File: src/shared/dfac_cfg.svh
// constants for the drive fault, alarm and commit register block
`ifndef DFAC_CFG_SVH
`define DFAC_CFG_SVH
`define DFAC_ADDR_ALARM 16'h007F
`define DFAC_ADDR_COMMIT_NV 16'h0900
`define DFAC_ADDR_COMMIT_RAM 16'h0910
`define DFAC_ADDR_HIST_BASE 16'h0080
`define DFAC_HIST_DEPTH 4
`define DFAC_COMMIT_VALUE 16'h0000
`define DFAC_ERR_NONE 8'h00
`define DFAC_ERR_ADDR 8'h02
`define DFAC_ERR_DATA 8'h21
`define DFAC_ERR_MODE 8'h22
`define DFAC_ERR_UV 8'h23
`define DFAC_FLT_MAIN_UV 16'h0002
`define DFAC_FLT_CTRL_UV 16'h0003
`define DFAC_FLT_SOFT_CHARGE 16'h0004
`define DFAC_FLT_OUT_SHORT 16'h0005
`define DFAC_FLT_OVERCURRENT 16'h0007
`define DFAC_FLT_CONVERTER 16'h0083
`define DFAC_FLT_CAPACITY 16'h0099
`define DFAC_FLT_OPT_FIRST 16'h0101
`define DFAC_FLT_OPT_FLASH 16'h0105
`define DFAC_FLT_STORED_MISMATCH 16'h0087
`define DFAC_ALM_UNDERVOLTAGE 16'h0001
`define DFAC_ALM_RUN_CMD 16'h0007
`define DFAC_ALM_OUT_BLOCKED 16'h0008
`define DFAC_ALM_NONE 16'h0000
`endif

File: src/shared/dfac_pkg.sv
// types for the drive fault, alarm and commit register block
package dfac_pkg;
    typedef enum logic [1:0] {
        DFAC_ACC_READ,
        DFAC_ACC_WRITE_PARAM,
        DFAC_ACC_WRITE_REF
    } dfac_access_type;
    typedef enum {
        DFAC_ST_IDLE,
        DFAC_ST_NV_WRITE,
        DFAC_ST_NV_WAIT
    } dfac_nv_state_type;
endpackage
File: src/rtl/dfac_fault_hist.sv
// fault history shift store, newest entry at index 0
`timescale 1ns/100ps
`default_nettype none
`include "dfac_cfg.svh"
module dfac_fault_hist #(
    parameter int DEPTH = `DFAC_HIST_DEPTH
) (
    input wire logic sys_clk_i,
    input wire logic rst_i,
    input wire logic rec_valid_i,
    input wire logic [15:0] rec_code_i,
    input wire logic [$clog2(DEPTH)-1:0] rd_index_i,
    output logic [15:0] rd_code_o
);
    logic [15:0] entry_reg [DEPTH];
    logic [15:0] entry_next [DEPTH];
    logic keep;

    always_comb begin
        // undervoltage faults never enter the history
        keep = rec_valid_i && (rec_code_i != `DFAC_FLT_MAIN_UV)
            && (rec_code_i != `DFAC_FLT_CTRL_UV);
        for (int i = 0; i < DEPTH; i++) begin
            entry_next[i] = entry_reg[i];
        end
        if (keep) begin
            for (int i = DEPTH - 1; i > 0; i--) begin
                entry_next[i] = entry_reg[i-1];
            end
            entry_next[0] = rec_code_i;
        end
    end

    always_ff @(posedge sys_clk_i or posedge rst_i) begin
        if (rst_i) begin
            for (int i = 0; i < DEPTH; i++) begin
                entry_reg[i] <= 16'h0000;
            end
        end else begin
            for (int i = 0; i < DEPTH; i++) begin
                entry_reg[i] <= entry_next[i];
            end
        end
    end

    assign rd_code_o = entry_reg[rd_index_i];
endmodule // dfac_fault_hist
`default_nettype wire

File: src/rtl/dfac_regs.sv
// drive register block: fault history, active alarm and commit registers
// Operation
// - fault history readable as 16-bit codes
// - undervoltage faults 0002H/0003H never recorded
// - power-stage faults in low code range
// - control-board faults from 0083H to 0099H
// - option card faults 0101H to 0105H
// - active alarm code readable at ACTIVE_ALARM_CODE
// - alarm codes have their own encoding
// - commit step depends on requirement setting
// - COMMIT_NONVOLATILE commit stores nonvolatile and activates
// - COMMIT_RAM_ONLY commit activates in RAM only
// - commit registers write-only, read gives 02H
// - reference writes take effect immediately
// - no nonvolatile write during undervoltage
// - interrupted commit flags mismatch at power-up
// - writes during main undervoltage rejected 23H
`timescale 1ns/100ps
`default_nettype none
`include "dfac_cfg.svh"
module dfac_regs #(
    parameter int HIST_DEPTH = `DFAC_HIST_DEPTH
) (
    input wire logic sys_clk_i,
    input wire logic rst_i,
    input wire logic req_valid_i,
    input wire dfac_pkg::dfac_access_type req_kind_i,
    input wire logic [15:0] req_addr_i,
    input wire logic [15:0] req_wdata_i,
    input wire logic main_uv_i,
    input wire logic commit_required_i,
    input wire logic fault_valid_i,
    input wire logic [15:0] fault_code_i,
    input wire logic [15:0] alarm_code_i,
    input wire logic nv_done_i,
    input wire logic nv_interrupted_i,
    output logic resp_valid_o,
    output logic [7:0] resp_err_o,
    output logic [15:0] resp_rdata_o,
    output logic [15:0] param_active_o,
    output logic [15:0] ref_active_o,
    output logic nv_write_o,
    output logic [15:0] nv_data_o,
    output logic nv_busy_o,
    output logic mismatch_fault_o
);
    import dfac_pkg::*;

    localparam int IW = $clog2(HIST_DEPTH);

    logic uv_sync;
    logic [15:0] hist_code;
    logic [IW-1:0] hist_index;
    logic [15:0] rec_code;
    logic rec_valid;

    // answer and parameter group
    logic resp_valid_reg;
    logic resp_valid_next;
    logic [7:0] resp_err_reg;
    logic [7:0] resp_err_next;
    logic [15:0] resp_rdata_reg;
    logic [15:0] resp_rdata_next;
    logic [15:0] pending_reg;
    logic [15:0] pending_next;
    logic [15:0] active_reg;
    logic [15:0] active_next;
    logic [15:0] ref_reg;
    logic [15:0] ref_next;
    logic [15:0] alarm_reg;
    logic [15:0] alarm_next;
    logic nv_start;

    // storage commit group
    logic nv_write_reg;
    logic nv_write_next;
    logic [15:0] nv_data_reg;
    logic [15:0] nv_data_next;
    logic nv_in_flight_reg;
    logic nv_in_flight_next;
    dfac_nv_state_type nv_state_reg;
    dfac_nv_state_type nv_state_next;

    // power-up mismatch group
    logic mismatch_reg;
    logic mismatch_next;
    logic armed_reg;
    logic armed_next;

    function automatic logic is_commit(input logic [15:0] addr);
        is_commit = (addr == `DFAC_ADDR_COMMIT_NV) || (addr == `DFAC_ADDR_COMMIT_RAM);
    endfunction

    function automatic logic is_hist(input logic [15:0] addr);
        is_hist = (addr >= `DFAC_ADDR_HIST_BASE)
            && (addr < `DFAC_ADDR_HIST_BASE + 16'(HIST_DEPTH));
    endfunction

    dfac_sync u_uv_sync (
        .sys_clk_i(sys_clk_i),
        .rst_i(rst_i),
        .async_i(main_uv_i),
        .sync_o(uv_sync)
    );

    // a mismatch fault raised at power-up is logged like any other fault
    assign rec_valid = fault_valid_i || (mismatch_next && !mismatch_reg);
    assign rec_code = (mismatch_next && !mismatch_reg) ? `DFAC_FLT_STORED_MISMATCH
        : fault_code_i;
    assign hist_index = IW'(req_addr_i - `DFAC_ADDR_HIST_BASE);

    dfac_fault_hist #(
        .DEPTH(HIST_DEPTH)
    ) u_hist (
        .sys_clk_i(sys_clk_i),
        .rst_i(rst_i),
        .rec_valid_i(rec_valid),
        .rec_code_i(rec_code),
        .rd_index_i(hist_index),
        .rd_code_o(hist_code)
    );

    // request decode and answers
    always_comb begin
        resp_valid_next = 1'b0;
        resp_err_next = `DFAC_ERR_NONE;
        resp_rdata_next = 16'h0000;
        pending_next = pending_reg;
        active_next = active_reg;
        ref_next = ref_reg;
        alarm_next = alarm_code_i;
        nv_start = 1'b0;
        if (req_valid_i) begin
            resp_valid_next = 1'b1;
            unique case (req_kind_i)
                DFAC_ACC_READ: begin
                    if (req_addr_i == `DFAC_ADDR_ALARM) begin
                        resp_rdata_next = alarm_reg;
                    end else if (is_hist(req_addr_i)) begin
                        resp_rdata_next = hist_code;
                    end else begin
                        // commit registers fall here as well
                        resp_err_next = `DFAC_ERR_ADDR;
                    end
                end
                DFAC_ACC_WRITE_REF: begin
                    if (uv_sync) begin
                        resp_err_next = `DFAC_ERR_UV;
                    end else begin
                        ref_next = req_wdata_i;
                    end
                end
                DFAC_ACC_WRITE_PARAM: begin
                    if (uv_sync) begin
                        resp_err_next = `DFAC_ERR_UV;
                    end else if (nv_state_reg != DFAC_ST_IDLE) begin
                        // busy committing, write refused
                        resp_err_next = `DFAC_ERR_MODE;
                    end else if (is_commit(req_addr_i)) begin
                        if (req_wdata_i != `DFAC_COMMIT_VALUE) begin
                            resp_err_next = `DFAC_ERR_DATA;
                        end else begin
                            active_next = pending_reg;
                            // storage takes the same word that goes live
                            nv_start = (req_addr_i == `DFAC_ADDR_COMMIT_NV);
                        end
                    end else if (req_addr_i == `DFAC_ADDR_ALARM || is_hist(req_addr_i)) begin
                        resp_err_next = `DFAC_ERR_MODE;
                    end else begin
                        pending_next = req_wdata_i;
                        if (!commit_required_i) begin
                            active_next = req_wdata_i;
                        end
                    end
                end
                default: begin
                    resp_err_next = `DFAC_ERR_ADDR;
                end
            endcase
        end
    end

    always_ff @(posedge sys_clk_i or posedge rst_i) begin
        if (rst_i) begin
            resp_valid_reg <= 1'b0;
            resp_err_reg <= `DFAC_ERR_NONE;
            resp_rdata_reg <= 16'h0000;
            pending_reg <= 16'h0000;
            active_reg <= 16'h0000;
            ref_reg <= 16'h0000;
            alarm_reg <= `DFAC_ALM_NONE;
        end else begin
            resp_valid_reg <= resp_valid_next;
            resp_err_reg <= resp_err_next;
            resp_rdata_reg <= resp_rdata_next;
            pending_reg <= pending_next;
            active_reg <= active_next;
            ref_reg <= ref_next;
            alarm_reg <= alarm_next;
        end
    end

    // storage commit sequencer; a start is only accepted while idle
    always_comb begin
        nv_data_next = nv_data_reg;
        nv_state_next = nv_state_reg;
        nv_write_next = 1'b0;
        unique case (nv_state_reg)
            DFAC_ST_IDLE: begin
                if (nv_start) begin
                    nv_data_next = pending_reg;
                    nv_state_next = DFAC_ST_NV_WRITE;
                end
            end
            DFAC_ST_NV_WRITE: begin
                if (uv_sync) begin
                    nv_state_next = DFAC_ST_IDLE;
                end else begin
                    nv_write_next = 1'b1;
                    nv_state_next = DFAC_ST_NV_WAIT;
                end
            end
            DFAC_ST_NV_WAIT: begin
                // hold until storage reports completion or supply drop
                if (nv_done_i || uv_sync) begin
                    nv_state_next = DFAC_ST_IDLE;
                end
            end
        endcase
        // busy covers the wait for the storage acknowledge only
        nv_in_flight_next = (nv_state_next == DFAC_ST_NV_WAIT);
    end

    always_ff @(posedge sys_clk_i or posedge rst_i) begin
        if (rst_i) begin
            nv_write_reg <= 1'b0;
            nv_data_reg <= 16'h0000;
            nv_state_reg <= DFAC_ST_IDLE;
            nv_in_flight_reg <= 1'b0;
        end else begin
            nv_write_reg <= nv_write_next;
            nv_data_reg <= nv_data_next;
            nv_state_reg <= nv_state_next;
            nv_in_flight_reg <= nv_in_flight_next;
        end
    end

    // interrupted commit flag, caught once after reset release
    always_comb begin
        armed_next = 1'b1;
        mismatch_next = mismatch_reg;
        if (!armed_reg && nv_interrupted_i) begin
            mismatch_next = 1'b1;
        end
    end

    // sticky until reset: the stored set stays suspect until reloaded
    always_ff @(posedge sys_clk_i or posedge rst_i) begin
        if (rst_i) begin
            mismatch_reg <= 1'b0;
            armed_reg <= 1'b0;
        end else begin
            mismatch_reg <= mismatch_next;
            armed_reg <= armed_next;
        end
    end

    assign resp_valid_o = resp_valid_reg;
    assign resp_err_o = resp_err_reg;
    assign resp_rdata_o = resp_rdata_reg;
    assign param_active_o = active_reg;
    assign ref_active_o = ref_reg;
    assign nv_write_o = nv_write_reg;
    assign nv_data_o = nv_data_reg;
    assign nv_busy_o = nv_in_flight_reg;
    assign mismatch_fault_o = mismatch_reg;
endmodule // dfac_regs
`default_nettype wire

File: src/rtl/dfac_sync.sv
// three-stage synchroniser, change accepted when the last two stages agree
`timescale 1ns/100ps
`default_nettype none
module dfac_sync (
    input wire logic sys_clk_i,
    input wire logic rst_i,
    input wire logic async_i,
    output logic sync_o
);
    logic [2:0] stage_reg;
    logic [2:0] stage_next;
    logic out_reg;
    logic out_next;

    always_comb begin
        stage_next = {stage_reg[1:0], async_i};
        out_next = (stage_reg[2] == stage_reg[1]) ? stage_reg[2] : out_reg;
    end

    always_ff @(posedge sys_clk_i or posedge rst_i) begin
        if (rst_i) begin
            stage_reg <= 3'h0;
            out_reg <= 1'b0;
        end else begin
            stage_reg <= stage_next;
            out_reg <= out_next;
        end
    end

    assign sync_o = out_reg;
endmodule // dfac_sync
`default_nettype wire

File: config.mk
export PLATFORM = sky130hd
export DESIGN_NAME = dfac_regs
export DESIGN_NICKNAME = d
export VERILOG_FILES = /design/src/shared/dfac_pkg.sv /design/src/rtl/dfac_fault_hist.sv /design/src/rtl/dfac_regs.sv /design/src/rtl/dfac_sync.sv
export VERILOG_INCLUDE_DIRS = /design/src /design/src/shared
export SDC_FILE = /design/constraint.sdc
export NUM_CORES = 1
export LEC_CHECK = 0
export BUFFER_PORTS_ARGS = -buffer_cell sky130_fd_sc_hd__buf_2
export CAP_MARGIN = 5
export CORE_AREA = 8 8 186 144
export CTS_BUF_LIST = sky130_fd_sc_hd__clkbuf_8
export DETAILED_ROUTE_END_ITERATION = 6
export DIE_AREA = 0 0 194 152
export PLACE_DENSITY_LB_ADDON = 0.08
export SYNTH_ARGS = -nofsm -noshare
export SYNTH_HDL_FRONTEND = slang
export SYNTH_SLANG_ARGS = --single-unit
File: constraint.sdc
create_clock -name sys_clk_i -period 11.8 [get_ports sys_clk_i]
set_input_delay 0.59 -clock sys_clk_i [delete_from_list [all_inputs] [get_ports sys_clk_i]]
set_output_delay 0.59 -clock sys_clk_i [all_outputs]
set_load 0.1 [all_outputs]
==> results.md <==
* Status: finished clean
* Std-Cell Core Area at 23700 um^2
* Root buf cell: clkbuf_8
* Area of the multi-input gates at 2820 um^2
* Full die area at 29500 um^2
* Number of remaining DRC errors at 0
* Critical Path Start Type: input pin
* Max-slew headroom at 17.8%
* Number of standard cells after synthesis at 576
* Overall routed net length at 19400 um
* Count of nets left with antenna violations after detail routing at 0
* Upper clock frequency limit at 291 MHz
* Max FFs per register at 64
* Cts repair resizes at 0
* Count of maximum capacitance violations at 0
* Antenna violations before repair at 0
* Average vias per placed instance at 4.76
* CTS H-Tree Depth at 2
* Worst min path class: input pin to flop
* Setup repair after global routing missed its margin: no
* Effective utilization at floorplan at 34.6%
* Total count of max-transition violations in the final report at 0
* Count of buffers added by post-CTS timing repair for setup at 0
* Part of the total power dissipated in the clock network at 37.8%
* Count of yosys warnings during synthesis at 0
* Maximum cell stage delay along the critical path at 0.76 ns
* Leakage power at 4.78 nW
* Register bit count reported by yosys at 204
* Endpoint kind of the worst setup timing path: flop
* Non-filler cells in the finished layout at 1035
* Total power density per cell area at 174 nW/um^2
* Sequential share of power at 46.4%
* Routed wire per std cell at 18.8 um
* Global router's overall resource usage at 13.2%
* Worst-Margin Slew at 1.23 ns
* Deepest clock path buffer count at 3
* Total setup violations reported at the end of the flow at 0
* Minimum clock period after layout at 3.44 ns
* Clock tree from TritonCTS: done
* Commonest register cell after synthesis: dfrtp_1
* Number of clock sinks at 204
* Async set-reset flop share out of synthesis at 100%
* Fillers at 2252
* Largest net degree at the start of global routing at 137
* Number of buffers inserted by hold repair at cts at 0
* Setup slack at placement at 7.78 ns
* EDFF count, synth at 0
* Drt pass-1 iters at 4
* Sequential standard cell area at 5100 um^2
* Net switching power of the design at 495 uW
* Total via count after detailed routing at 4924
* Final number of hold-violating endpoints at 0
* Worst-Skew Late Latency at 0.51 ns
* Fraction of power consumed by combinational cells at 15.7%
* Floorplan die height at 152 um
* First-iteration detailed-routing DRC count at 300
* Fin Clk Skew at 0.0159 ns
* Gr ovfl total at 0
* DP Wirelength at 13200 um
* Buffers on Ports at 144
* Required time of the critical path at 12.18 ns
* # rows at 49
* Sequential area share after synthesis at 62.4%
* Cell variety after synth at 43
* Switch share at 29.1%
* Worst-case setup margin in the final layout at 8.36 ns
* Via count of the first global-routing pass at 5540
* Net count of the finished layout at 780
* Fin crit share at 29.1%
* DIE WIDTH at 194 um
* Global-route wire length before repair at 31500 um
* Num CTS Buffers at 35
* Clock-pin transition on the worst setup and hold timing paths at 0.06 ns
* Antenna diode instance count at 0
* Area growth syn-to-layout at 20.0%
* Arrival time at the worst endpoint at 3.81 ns
* Critical path class: input pin to flop
* GP Congestion at 0.748
* Final total negative setup slack at 0 ns
* Highest-delay cell along the critical path: a2111oi_2
* Max FO, Critical Path at 20
* Cell-by-cell listing of the critical path: buf_2 -> nand4_1 -> or4_2 -> a2111oi_2 -> or4_1 -> mux2_2
* Fraction of layout instances using a drive strength above 1 at 49.4%
* Peak supply drop at 112 uV
* Design Power at 1.70 mW
* Internal power at 1.21 mW
* Average cell area after synthesis at 14.2 um^2
* Cells after DPL at 975
* I/O Pins at 150
* Summed instance area of the synthesized netlist at 8190 um^2
==> power by group through the flow <==
stage               sequential, mW  clock, mW  combinational [mW]
floorplan                    0.906          0               0.104
global placement             0.799          0               0.268
detailed placement           0.804          0               0.272
CTS                          0.792      0.675               0.272
global route                 0.799      0.711               0.285
finish                       0.792      0.645               0.268
==> synth_stat cells (3+ instances only) <==
| library cell | number | area share, % |
|---|---|---|
| a21oi_1 | 4 | 0.24 |
| a22oi_1 | 16 | 1.5 |
| buf_4 | 6 | 0.55 |
| clkbuf_1 | 47 | 2.2 |
| dfrtp_1 | 204 | 62 |
| inv_1 | 6 | 0.28 |
| mux2_2 | 118 | 16 |
| mux2_4 | 10 | 1.8 |
| mux4_2 | 16 | 4.4 |
| nand2_1 | 35 | 1.6 |
| nand2b_1 | 4 | 0.31 |
| nand3_1 | 3 | 0.18 |
| nand3b_1 | 3 | 0.28 |
| nand4_1 | 6 | 0.46 |
| nor2_1 | 26 | 1.2 |
| nor3_1 | 6 | 0.37 |
| nor4_1 | 17 | 1.3 |
| o21ai_0 | 17 | 1.0 |
==> final timing paths <==
check	from	slack, ns	cells past startpoint	to
max	req_addr_i[0]	8.36	6	pending_reg[2]$_DFFE_PP0P_
max reg2reg	nv_state_reg[31]$_DFF_PP0_	8.92	5	pending_reg[2]$_DFFE_PP0P_
max in group asynchronous	rst_i	10.04	3	nv_data_o[8]$_DFFE_PP0P_
min	alarm_code_i[5]	0.19	1	alarm_reg[5]$_DFF_PP0_
min reg2reg	u_uv_sync.stage_reg[0]$_DFF_PP0_	0.36	0	u_uv_sync.stage_reg[1]$_DFF_PP0_
min in group asynchronous	rst_i	0.29	2	alarm_reg[10]$_DFF_PP0_
==> layout by cell type (no fill, tap or decap), types with 2 or more instances in the layout <==
cell,synthesis,final
buf_4,6,6
nand2_1,35,35
mux2_2,118,118
mux2_4,10,10
buf_2,2,144
clkbuf_8,2,46
dfrtp_1,204,204
a22oi_1,16,16
nor4_2,0,2
nor4b_1,2,2
a41oi_1,2,2
nand2b_1,4,4
o21ai_0,17,17
nor2_1,26,26
mux4_2,16,16
nor3_1,6,6
or2_2,2,2
clkinv_2,0,2
nand3_1,3,3
nor4_1,17,15
inv_1,6,15
nand4_1,6,6
a21oi_1,4,3
conb_1,2,6
nand3b_1,3,3
==> critical path: cells and delay by family <==
kind                   cells  cell delay (ns)
multiplexers               1             0.41
buffers and inverters      1             0.53
AO/OA/AOI/OAI              1             0.76
AND/OR/NAND/NOR            3             1.51
==> cell type report <==
type	count	share of cell area, %
clock buffer	46	6.45
timing repair buffer	150	7.80
multi-input combinational	309	28.7
clock inverter	14	0.866
inverter	6	0.306
sequential	204	52.0
tap	306	3.90
==> metal layers <==
layer | track usage (%) | wire (um) | up-vias
met4 | 3.88 | 334 | 0
met5 | 0 | 0 | -
met2 | 19.5 | 8540 | 121
met3 | 3.77 | 1020 | 28
met1 | 18.6 | 9510 | 2488
li1 | - | - | 2287
==> metrics by stage <==
step | util, % | hold slack (ns) | area, um^2
2_1_floorplan | - | 0.331 | 8200
5_1_grt | 41.5 | 0.152 | 9820
4_1_cts | 41.5 | 0.141 | 9820
6_report | 41.5 | 0.188 | 9820
3_3_place_gp | 38.5 | 0.336 | 9100
3_5_place_dp | 38.5 | 0.343 | 9100
==> cell families after synthesis <==
group | count (synthesis) | synth area share [%]
adders and majority gates | 1 | 0.122
muxes | 145 | 22.6
and+or+nand+nor | 114 | 7.28
other | 2 | 0.0917
DFF | 204 | 62.4
buffers and inverters | 67 | 3.85
AOI/OAI and AO/OA | 43 | 3.71
Power figures use the tool's default switching activity.
